### src/inc/acc_pkg.sv
/*
  Package for the comparator control block: register offsets, bit
  positions, reset values, event-select codes and the result latency.
  Assumes nothing beyond a SystemVerilog compiler.
*/
package acc_pkg;

  // data-space offsets and the distance of the I/O-instruction window
  localparam logic [7:0] CTRL_STATUS_OFS  = 8'h50;
  localparam logic [7:0] PIN_DISABLE_OFS  = 8'h7f;
  localparam logic [7:0] IO_SPACE_SHIFT   = 8'h20;
  localparam logic [7:0] IO_SPACE_LAST    = 8'h3f;
  localparam logic [7:0] EXT_IO_FIRST     = 8'h60;

  // control/status bit positions
  localparam int BIT_POWER_OFF    = 7;
  localparam int BIT_BANDGAP_SEL  = 6;
  localparam int BIT_RESULT       = 5;
  localparam int BIT_EVENT_FLAG   = 4;
  localparam int BIT_IRQ_ENABLE   = 3;
  localparam int BIT_CAPTURE_EN   = 2;
  localparam int BIT_EVSEL_HIGH   = 1;
  localparam int BIT_EVSEL_LOW    = 0;

  // digital-input-disable bit positions
  localparam int BIT_POS_PIN_OFF  = 0;
  localparam int BIT_NEG_PIN_OFF  = 1;

  localparam logic [7:0] CTRL_STATUS_RESET = 8'h00;
  localparam logic [1:0] PIN_DISABLE_RESET = 2'h0;

  // event-select codes
  localparam logic [1:0] EVSEL_TOGGLE   = 2'h0;
  localparam logic [1:0] EVSEL_RESERVED = 2'h1;
  localparam logic [1:0] EVSEL_FALLING  = 2'h2;
  localparam logic [1:0] EVSEL_RISING   = 2'h3;

  // flip-flops between the raw comparator and the result bit
  localparam int SYNC_STAGES = 2;

  // true when code selects the event seen between prev and cur
  function automatic logic acc_event_hit(input logic [1:0] code,
                                         input logic       prev,
                                         input logic       cur);
    case (code)
      EVSEL_TOGGLE:  acc_event_hit = prev ^ cur;
      EVSEL_FALLING: acc_event_hit = prev & ~cur;
      EVSEL_RISING:  acc_event_hit = ~prev & cur;
      default:       acc_event_hit = 1'b0;
    endcase
  endfunction

endpackage

### src/verilog/acc_sync.sv
/*
  Two-flop synchroniser for the comparator level.
  Assumes the input is asynchronous to clk_i.
*/
`timescale 1ns/10ps
module acc_sync
  import acc_pkg::*;
(
  input  wire logic clk_i,   // system clock
  input  wire logic rst_i,   // synchronous reset, high
  input  wire logic async_i, // raw level
  output logic      sync_o   // synchronised level
);

  logic meta;

  always_ff @(posedge clk_i) begin
    if (rst_i) begin
      meta   <= 1'b0;
      sync_o <= 1'b0;
    end else begin
      meta   <= async_i;
      sync_o <= meta;
    end
  end

endmodule

### src/verilog/acc_top.sv
/*
  Comparator control: input selection, result synchroniser, event
  detection, event flag and interrupt request, capture routing and
  the pin digital-input disables, with the register port of the core.
  Assumes the analog comparator, input mux and converter live outside
  and that the core gives a one-cycle strobe for each register access.
*/
// Overview of operation
// Result high when selected positive input exceeds selected negative input.
// Raw comparator passes a synchroniser; result bit lags one to two cycles.
// Event select: 00 toggle, 01 reserved, 10 falling, 11 rising.
// Event flag sets when the synchronised result shows the chosen event.
// Flag clears on interrupt vector taken, or when software writes one.
// Interrupt requested only with flag, enable and global enable all set.
// Writing power-off bit one switches comparator power off, any time.
// Software clears interrupt enable before changing the power-off bit.
// Software clears interrupt enable before changing the event select bits.
// Bandgap select one routes bandgap to positive input, else positive pin.
// Capture route enable feeds result to timer capture, else no connection.
// Software also enables the timer capture interrupt for capture interrupts.
// Mux enable and converter off: channel select picks negative channel 0..7.
// Otherwise the dedicated negative pin drives the negative input.
// Software keeps converter power-reduce zero and converter off for the mux.
// Pin disable bit one turns off its buffer; port bit reads zero.
// Software sets pin disable bits on analog-only comparator pins.
// Control register decoded at data offset and at offset minus 0x20 for I/O.
// Extended I/O registers from 0x60 reachable only by data-space access.
// Events from current versus previous sample; none with reserved code.
// Writes to result bit and reserved disable bits ignored; reserved reads zero.
`timescale 1ns/10ps
module acc_top
  import acc_pkg::*;
(
  input  wire logic       clk_i,             // system clock, 100 MHz
  input  wire logic       rst_i,             // synchronous reset, high
  input  wire logic [7:0] addr_i,            // register address
  input  wire logic       io_space_i,        // 1: I/O instr, 0: data space
  input  wire logic       wr_i,              // write strobe
  input  wire logic       rd_i,              // read strobe
  input  wire logic [7:0] wdata_i,           // write data
  output logic      [7:0] rdata_o,           // read data, valid after rd
  output logic            rvalid_o,          // read data valid pulse
  input  wire logic       global_irq_en_i,   // processor global enable
  input  wire logic       irq_ack_i,         // vector taken pulse
  output logic            irq_o,             // interrupt request
  input  wire logic       comp_raw_i,        // analog comparator output
  input  wire logic       converter_enable_i, // converter running
  input  wire logic       negative_mux_enable_i, // mux to negative input
  input  wire logic [2:0] channel_select_i,  // converter channel field
  input  wire logic       pos_pin_level_i,   // positive pin digital level
  input  wire logic       neg_pin_level_i,   // negative pin digital level
  output logic            comparator_power_off_o, // comparator power gate
  output logic            bandgap_positive_select_o, // positive src select
  output logic            neg_use_channel_o, // 1: negative from mux
  output logic      [2:0] neg_channel_o,     // channel to negative input
  output logic            capture_trigger_o, // to timer capture front end
  output logic            positive_pin_digital_off_o, // buffer off
  output logic            negative_pin_digital_off_o, // buffer off
  output logic            pos_pin_port_o,    // port bit, gated
  output logic            neg_pin_port_o     // port bit, gated
);

  // control/status and pin-disable fields, event history and pin synchronisers
  logic       power_off;
  logic       bandgap_sel;
  logic       event_flag;
  logic       irq_enable;
  logic       capture_en;
  logic [1:0] event_select;
  logic [1:0] pin_off;
  logic       prev_sample;
  logic       compare_result;
  logic       pos_pin_s1, pos_pin_s2;
  logic       neg_pin_s1, neg_pin_s2;

  acc_sync u_sync (
    .clk_i   (clk_i),
    .rst_i   (rst_i),
    .async_i (comp_raw_i),
    .sync_o  (compare_result)
  );

  // address decode: control reg in both spaces, disable reg data only;
  // an I/O access reaches only offsets below the extended range
  function automatic logic reg_hit(input logic [7:0] addr,
                                   input logic       io,
                                   input logic [7:0] ofs);
    logic [8:0] data_addr;
    logic       reachable;
    data_addr = {1'b0, addr} + (io ? {1'b0, IO_SPACE_SHIFT} : 9'h000);
    reachable = ~io | (addr <= IO_SPACE_LAST && ofs < EXT_IO_FIRST);
    reg_hit   = reachable && data_addr == {1'b0, ofs};
  endfunction

  wire       hit_ctrl    = reg_hit(addr_i, io_space_i, CTRL_STATUS_OFS);
  wire       hit_dis     = reg_hit(addr_i, io_space_i, PIN_DISABLE_OFS);
  wire       wr_ctrl     = wr_i & hit_ctrl;
  wire       wr_dis      = wr_i & hit_dis;

  // the reserved select code matches no event
  wire       event_hit = acc_event_hit(event_select, prev_sample,
                                       compare_result);
  wire       flag_clr  = irq_ack_i |
                         (wr_ctrl & wdata_i[BIT_EVENT_FLAG]);
  // a set beats a clear in the same cycle, so no event is lost
  wire       next_flag = event_hit | (event_flag & ~flag_clr);

  // read images; the result bit is the synchronised level
  wire [7:0] ctrl_view = {power_off, bandgap_sel, compare_result,
                          event_flag, irq_enable, capture_en,
                          event_select};
  wire [7:0] dis_view  = {6'h00, pin_off};
  wire [7:0] next_rdata = hit_ctrl ? ctrl_view :
                          hit_dis  ? dis_view  : 8'h00;

  // negative input mux
  wire       next_use_chan = negative_mux_enable_i &
                             ~converter_enable_i;

  always_ff @(posedge clk_i) begin
    if (rst_i) begin
      power_off    <= CTRL_STATUS_RESET[BIT_POWER_OFF];
      bandgap_sel  <= CTRL_STATUS_RESET[BIT_BANDGAP_SEL];
      irq_enable   <= CTRL_STATUS_RESET[BIT_IRQ_ENABLE];
      capture_en   <= CTRL_STATUS_RESET[BIT_CAPTURE_EN];
      event_select <= CTRL_STATUS_RESET[BIT_EVSEL_HIGH:BIT_EVSEL_LOW];
    end else if (wr_ctrl) begin
      // result bit is read-only: not stored
      power_off    <= wdata_i[BIT_POWER_OFF];
      bandgap_sel  <= wdata_i[BIT_BANDGAP_SEL];
      irq_enable   <= wdata_i[BIT_IRQ_ENABLE];
      capture_en   <= wdata_i[BIT_CAPTURE_EN];
      event_select <= wdata_i[BIT_EVSEL_HIGH:BIT_EVSEL_LOW];
    end
  end

  always_ff @(posedge clk_i) begin
    if (rst_i) begin
      event_flag  <= CTRL_STATUS_RESET[BIT_EVENT_FLAG];
      prev_sample <= 1'b0;
      pin_off     <= PIN_DISABLE_RESET;
    end else begin
      event_flag  <= next_flag;
      prev_sample <= compare_result;
      if (wr_dis) begin
        pin_off <= wdata_i[BIT_NEG_PIN_OFF:BIT_POS_PIN_OFF];
      end
    end
  end

  // pin levels come from outside: two flops first
  always_ff @(posedge clk_i) begin
    if (rst_i) begin
      pos_pin_s1 <= 1'b0;
      pos_pin_s2 <= 1'b0;
      neg_pin_s1 <= 1'b0;
      neg_pin_s2 <= 1'b0;
    end else begin
      pos_pin_s1 <= pos_pin_level_i;
      pos_pin_s2 <= pos_pin_s1;
      neg_pin_s1 <= neg_pin_level_i;
      neg_pin_s2 <= neg_pin_s1;
    end
  end

  // next values of the registered outputs
  wire       next_irq      = next_flag & irq_enable & global_irq_en_i &
                             ~irq_ack_i;
  wire       next_capture  = capture_en & compare_result;
  wire       next_pos_port = pos_pin_s2 & ~pin_off[BIT_POS_PIN_OFF];
  wire       next_neg_port = neg_pin_s2 & ~pin_off[BIT_NEG_PIN_OFF];

  // read port: data stands only in the rvalid_o cycle, zero otherwise
  always_ff @(posedge clk_i) begin
    if (rst_i) begin
      rdata_o  <= 8'h00;
      rvalid_o <= 1'b0;
    end else begin
      rdata_o  <= rd_i ? next_rdata : 8'h00;
      rvalid_o <= rd_i;
    end
  end

  // request drops in the ack cycle so the vector is not taken twice
  always_ff @(posedge clk_i) begin
    if (rst_i) begin
      irq_o             <= 1'b0;
      capture_trigger_o <= 1'b0;
    end else begin
      irq_o             <= next_irq;
      capture_trigger_o <= next_capture;
    end
  end

  // analog side: power gate and input selection
  always_ff @(posedge clk_i) begin
    if (rst_i) begin
      comparator_power_off_o    <= 1'b0;
      bandgap_positive_select_o <= 1'b0;
      neg_use_channel_o         <= 1'b0;
      neg_channel_o             <= 3'h0;
    end else begin
      comparator_power_off_o    <= power_off;
      bandgap_positive_select_o <= bandgap_sel;
      neg_use_channel_o         <= next_use_chan;
      neg_channel_o             <= channel_select_i;
    end
  end

  // pin input buffers and the gated port bits
  always_ff @(posedge clk_i) begin
    if (rst_i) begin
      positive_pin_digital_off_o <= 1'b0;
      negative_pin_digital_off_o <= 1'b0;
      pos_pin_port_o             <= 1'b0;
      neg_pin_port_o             <= 1'b0;
    end else begin
      positive_pin_digital_off_o <= pin_off[BIT_POS_PIN_OFF];
      negative_pin_digital_off_o <= pin_off[BIT_NEG_PIN_OFF];
      pos_pin_port_o             <= next_pos_port;
      neg_pin_port_o             <= next_neg_port;
    end
  end

endmodule

### config.mk
export PLATFORM = sky130hd
export DESIGN_NAME = acc_top
export DESIGN_NICKNAME = d
export VERILOG_FILES = /design/src/inc/acc_pkg.sv /design/src/verilog/acc_sync.sv /design/src/verilog/acc_top.sv
export SDC_FILE = /design/constraint.sdc
export NUM_CORES = 1
export LEC_CHECK = 0
export BUFFER_PORTS_ARGS = -buffer_cell sky130_fd_sc_hd__buf_2
export CAP_MARGIN = 25
export CELL_PAD_IN_SITES_DETAIL_PLACEMENT = 1
export CELL_PAD_IN_SITES_GLOBAL_PLACEMENT = 2
export CORE_MARGIN = 2
export CORE_UTILIZATION = 28
export DETAILED_ROUTE_END_ITERATION = 12
export HOLD_SLACK_MARGIN = 0.1
export PLACE_DENSITY_LB_ADDON = 0.1
export SLEW_MARGIN = 40
export SYNTH_ARGS = -nofsm -noshare
export SYNTH_HDL_FRONTEND = slang
export SYNTH_SLANG_ARGS = --single-unit
export TNS_END_PERCENT = 1
### constraint.sdc
create_clock -name clk_i -period 2.3 [get_ports clk_i]
set_input_delay 0.115 -clock clk_i [delete_from_list [all_inputs] [get_ports clk_i]]
set_output_delay 0.115 -clock clk_i [all_outputs]
set_load 0.005 [all_outputs]
# [After elaboration in Yosys (flattened, before gate mapping)]
# Index checks and enable logic that the tools add are counted.
[classes] add_sub_neg=1 n_lt_le_gt_ge=1 n_eq_ne=4 mux=4 n_bitwise=26 reduce_logical=4
[op_table] cell="equality test 9 x 7 -> 1 bit (second input constant)" n=2
[op_table] cell="bitwise AND 1 bit" n=13
[op_table] cell="adder 8 x 6 -> 9 bit" n=1
[op_table] cell="NOT 1 bit" n=9
[op_table] cell="<= comparator 8 x 6 -> 1 bit (second input constant)" n=1
[op_table] cell="2-to-1 mux 8 bit" n=1
[op_table] cell="2-to-1 mux 6 bit" n=1
[op_table] cell="equality test 2 bit (second input constant)" n=2
[op_table] cell="OR 1 bit" n=3
[op_table] cell="one-hot mux 1 bit (3 select lines)" n=1
[op_table] cell="logical AND 1 bit" n=2
[op_table] cell="zero test 2 bit" n=1
[op_table] cell="2-to-1 mux 2 bit" n=1
[op_table] cell="OR reduction 2 bit" n=1
[op_table] cell="XOR 1 bit" n=1
[word_totals] register_bits=37 input_bits=31 out_inout_bits=21 word_cells=66

# [Depth between registers and ports, before layout]
[depth] word_depth=13 depth_mapped=6 ltp_nobuf=6

# [Modules after synthesis]
# From an unflattened synthesis, not the netlist that was laid out.
[hier_totals] hier_cells=128 area_unflattened_um2=1363.8
[modules_own_cells] module="acc_top" instances=1 cells_per_inst=124 area_each_um2=1311.3 seq_area_each_um2=700.7
[modules_own_cells] module="acc_sync" instances=1 cells_per_inst=4 area_each_um2=52.6 seq_area_each_um2=40.0

# [Worst setup path before layout]
# OpenSTA, ideal clock, no wires.
[synth_timing] kind="input to register" from="input addr_i[5]" to="register bandgap_sel" setup_time_ns=0.121 arrival_time_ns=1.683 required_time_ns=2.179 slack_ns=0.496 cell_stages=6 n_path_buf=0 path_cell_list="ha_1 > ha_1 > or2_1 > o21a_1 > nor4_4 > mux2_4"
[synth_via] elab_chain_cells=4 word_cells_on_any_way=6 classes_between="add/sub: 1; order compare: 1; eq/ne: 1; bitwise: 2; reduce/logical: 1"
[synth_rtl] element="start: declaration" line_no="acc_top.sv:36" rtl="input wire logic [7:0] addr_i,"
[synth_rtl] element="adder 8 x 6 -> 9 bit or <= comparator 8 x 6 -> 1 bit (tied branches)"
[synth_rtl] element="equality test 9 x 7 -> 1 bit or OR 1 bit (tied branches)" line_no="acc_top.sv:92, acc_top.sv:91"
[synth_rtl] element="logical AND 1 bit *" line_no="acc_top.sv:92" rtl="reg_hit = reachable && data_addr == {1'b0, ofs};"
[synth_rtl] element="bitwise AND 1 bit *" line_no="acc_top.sv:97" rtl="wire wr_ctrl = wr_i & hit_ctrl;"
[synth_rtl] element="end signal: assignment" line_no="acc_top.sv:123" rtl="bandgap_sel <= CTRL_STATUS_RESET[BIT_BANDGAP_SEL];"
[synth_rtl] element="end signal: assignment" line_no="acc_top.sv:130" rtl="bandgap_sel <= wdata_i[BIT_BANDGAP_SEL];"
[synth_rtl] element="end: declaration" line_no="acc_top.sv:65" rtl="logic bandgap_sel;"
# Mark *: on every way between the ends. The rest lies on a longest branch, timed or not.
# A chain may end at the register's enable or synchronous reset.

# [Worst setup path in the final report]
[layout_timing] from="input io_space_i" to="register irq_o"
[layout_via] elab_chain_cells=13 word_cells_on_any_way=15 classes_between="add/sub: 1; eq/ne: 1; mux: 1; bitwise: 11; reduce/logical: 1"
[layout_rtl] element="start: declaration" line_no="acc_top.sv:37" rtl="input wire logic io_space_i,"
[layout_rtl] element="2-to-1 mux 6 bit" line_no="acc_top.sv:90" rtl="data_addr = {1'b0, addr} + (io ? {1'b0, IO_SPACE_SHIFT} : 9'h000);"
[layout_rtl] element="adder 8 x 6 -> 9 bit" line_no="acc_top.sv:90"
[layout_rtl] element="equality test 9 x 7 -> 1 bit" line_no="acc_top.sv:92"
[layout_rtl] element="logical AND 1 bit *" line_no="acc_top.sv:92"
[layout_rtl] element="bitwise AND 1 bit *" line_no="acc_top.sv:97"
[layout_rtl] element="bitwise AND 1 bit *" line_no="acc_top.sv:104" rtl="(wr_ctrl & wdata_i[BIT_EVENT_FLAG]);"
[layout_rtl] element="OR 1 bit *" line_no="acc_top.sv:103" rtl="wire flag_clr = irq_ack_i |"
[layout_rtl] element="NOT 1 bit *" line_no="acc_top.sv:106" rtl="wire next_flag = event_hit | (event_flag & ~flag_clr);"
[layout_rtl] element="bitwise AND 1 bit *" line_no="acc_top.sv:106"
[layout_rtl] element="OR 1 bit *" line_no="acc_top.sv:106"
[layout_rtl] element="bitwise AND 1 bit * (3 in series)" line_no="acc_top.sv:167" rtl="wire next_irq = next_flag & irq_enable & global_irq_en_i &"
[layout_rtl] element="end signal: assignment" line_no="acc_top.sv:190" rtl="irq_o <= next_irq;"
[layout_rtl] element="end: declaration" line_no="acc_top.sv:45" rtl="output logic irq_o,"
# Marked as above.

==> metrics.md <==
| Metric | Value |
|---|---|
| Crit-path cells | `buf_2, ha_1, ha_1, or2_1, o21a_1, o41ai_1, a2111oi_1, dlygate4sd3_1` |
| Crit Path Class | `in2reg` |
| Root buf cell | `clkbuf_8` |
| Hold slack | `142.7 ps` |
| Clock Skews | `2.425 ps` |
| Die width | `74.68 um` |
| YS warnings | `0` |
| Worst skew pair latency | `280 ps` |
| Total Nets Final | `235` |
| R2r endpoint | `irq_o` |
| Die area | `0.005577 mm^2` |
| Final HPWL DP | `2383 um` |
| Vias | `1159` |
| Most frequent cells in the layout | `buf_2, dfxtp_1, nor2b_1, dlygate4sd3_1, nand2b_1` |
| Rows | `25` |
| Number of global-route vias before repair | `1183` |
| Pwr dens | `601.9 mW/mm^2` |
| H-tree levels | `2` |
| Lkg Pwr | `0.8736 nW` |
| IO buf count | `50` |
| Drt pass-1 iters | `4` |
| N_diodes | `0` |
| Largest net degree at the start of global routing | `31` |
| Worst setup EP type | `register` |
| Yosys top cell area share | `0.5295` |
| Max Fanout on Critical Path | `4` |
| Routability cong. | `0.7191` |
| Starting Density | `0.2923` |
| Post-route cell area | `0.001932 mm^2` |
| Sequential share of the synthesized area | `0.5295` |
| Cells after synthesis | `132` |
| Ports | `52` |
| Placed inst area | `0.001737 mm^2` |
| Reg2reg setup slack | `280 ps` |
| Mean routed wirelength per cell | `12.16 um` |
| Post-DRT Antenna Nets | `0` |
| Total power | `1.163 mW` |
| Max Slew Vio Count | `0` |
| Syn nets | `167` |
| RSZ-0062 raised after global routing | `no` |
| Worst Setup Start Kind | `input pin` |
| Iter 0 DRT Violations | `27` |
| Max Fclk | `493.0 MHz` |
| Ranking of synthesized cells by area | `dfxtp_1, nor2b_1, nand2b_1, mux2i_1, and2_1` |
| Final setup TNS | `0 ps` |
| Hold Path Class | `in2reg` |
| Hold path depth | `3` |
| R2r worst-path depth | `6` |
| R2R Path Start | `prev_sample` |
| Post-synth cell types | `30` |
| Max Buffers Root-to-Sink | `2` |
| Syn Area/Cell | `10.60 um^2` |
| Area Overhead vs Synth | `38.10%` |
| Top cell by count, worst path | `ha_1` |
| Slowest stage cell, crit path | `dlygate4sd3_1` |
| CP delay by family, top | `compound AO/OA/AOI/OAI gates` |
| Peak VDD IR | `342.4 uV` |
| Share of cells above drive strength 1 | `0.3216` |
| Setup-failing EPs final | `0` |
| CP bufs+invs | `2` |
| Most common cell after layout, fill and taps aside | `buf_2` |
| Vias per inst | `4.357` |
| Final Hold Viols | `0` |
| MaxCap Viol Count | `0` |
| Critical path's largest stage delay | `580 ps` |
| First-pass GRT wire length | `5299 um` |
| Final period utilization | `0.8818` |
| Hold path start | `wdata_i[1]` |
| Register area | `740.7 um^2` |
| Slew @ Worst Pin | `534.9 ps` |
| Worst EP required | `2460 ps` |
| TritonCTS clock tree | `yes` |
| Final Core Density | `0.4037` |
| Cell area after synthesis | `0.001399 mm^2` |
| Core area | `0.004786 mm^2` |
| GR Util All Layers | `0.1280` |
| Total Wirelength | `3234 um` |
| Slew headroom | `0.6407` |
| Die Ht | `74.68 um` |
| Multi-input logic area | `625.6 um^2` |
| DRC viols | `0` |
| Antenna violations before repair | `0` |
| Clock Sinks | `37` |
| Clock Pin Slew Worst Setup and Hold Paths | `60 ps` |
| Post-synthesis register bit count | `37` |
| TritonCTS buffer count | `5` |
| Yosys top cell by area | `dfxtp_1` |
| Fill count | `563` |
| Hold EP | `pin_off[1]` |
| Signal arrival time at the worst endpoint | `2190 ps` |
| Minimum clock period | `2028 ps` |
| GR Overflow Total | `0` |
| Status | `finished, final reports clean` |
-- repair_timing --
action,in CTS,in global routing
hold endpoints to repair,10,0
setup buffers,0,0
gates resized for setup,0,1
endpoints found under the setup margin,0,1
hold buffers,12,0
-- layer usage --
layer | global-route usage | wire length, um
met3 | 0.03748 | 178
met2 | 0.2252 | 1661
met4 | 0.05952 | 44
met1 | 0.1423 | 1349
met5 | 0 | 0
-- registers in the layout (all words and copies together) (netlist names), 2 cells and up --
signal         cells
neg_channel_o      3
pin_off            2
event_select       2
rdata_o            8
-- power breakdown --
| group | switching [mW] | internal (mW) |
|---|---|---|
| clock | 0.198 | 0.199 |
| sequential | 0.00353 | 0.653 |
| combinational | 0.0523 | 0.0572 |
| total | 0.254 | 0.909 |
-- synth_stat cells, drive strengths merged --
library cell and number:
ha 4, nor2 3, nand4 5, o41ai 1, or3b 1, o21ai 4
and3b 1, a2111oi 1, nor4 4, inv 6, nor2b 13, nand3 2
or2 1, and2 9, nand3b 1, nand2 8, nand4b 1, clkbuf 3
mux2i 6, nand2b 12, o22ai 1, dfxtp 37, nor3b 3, mux2 2
o21a 1, a21oi 2
-- how the worst max path moves through the flow --
stage | cells after the start | startpoint | to
3_5_place_dp | 8 | addr_i[5] | irq_enable
5_1_grt | 6 | prev_sample | irq_o
2_1_floorplan | 6 | addr_i[5] | bandgap_sel
4_1_cts | 6 | prev_sample | irq_o
6_report | 8 | io_space_i | irq_o
3_3_place_gp | 7 | addr_i[5] | bandgap_sel
-- kinds of logic (layout without fill, tap and decap cells) --
group,Yosys count,in the layout,share of synthesized area
and+or+nand+nor,64,64,0.3023
DFF,37,37,0.5295
AOI/OAI and AO/OA,10,10,0.04384
buffers and inverters,9,76,0.02415
muxes,8,8,0.06440
adders and majority gates,4,4,0.03578
-- worst reg2reg max path, stage by stage (launching register included) --
cell	delay, ps
dfxtp_1	330
inv_1	50
ha_1	280
o21ai_0	140
o21ai_0	170
a2111oi_1	400
dlygate4sd3_1	600
-- stage by stage --
step	setup WS, ps	instances
2_1_floorplan	495.7	132
3_3_place_gp	304.9	248
3_5_place_dp	221.5	248
4_1_cts	328.1	266
5_1_grt	59.39	266
6_report	271.8	266
-- cell type report --
type	instances	share of cell area
Sequential cell	37	0.3834
Multi-Input combinational cell	86	0.3238
Timing Repair Buffer	64	0.1995
Tap cell	67	0.04339
Clock buffer	5	0.03562
Inverter	6	0.01166
Clock inverter	1	0.002591
Power figures use the tool's default switching activity.
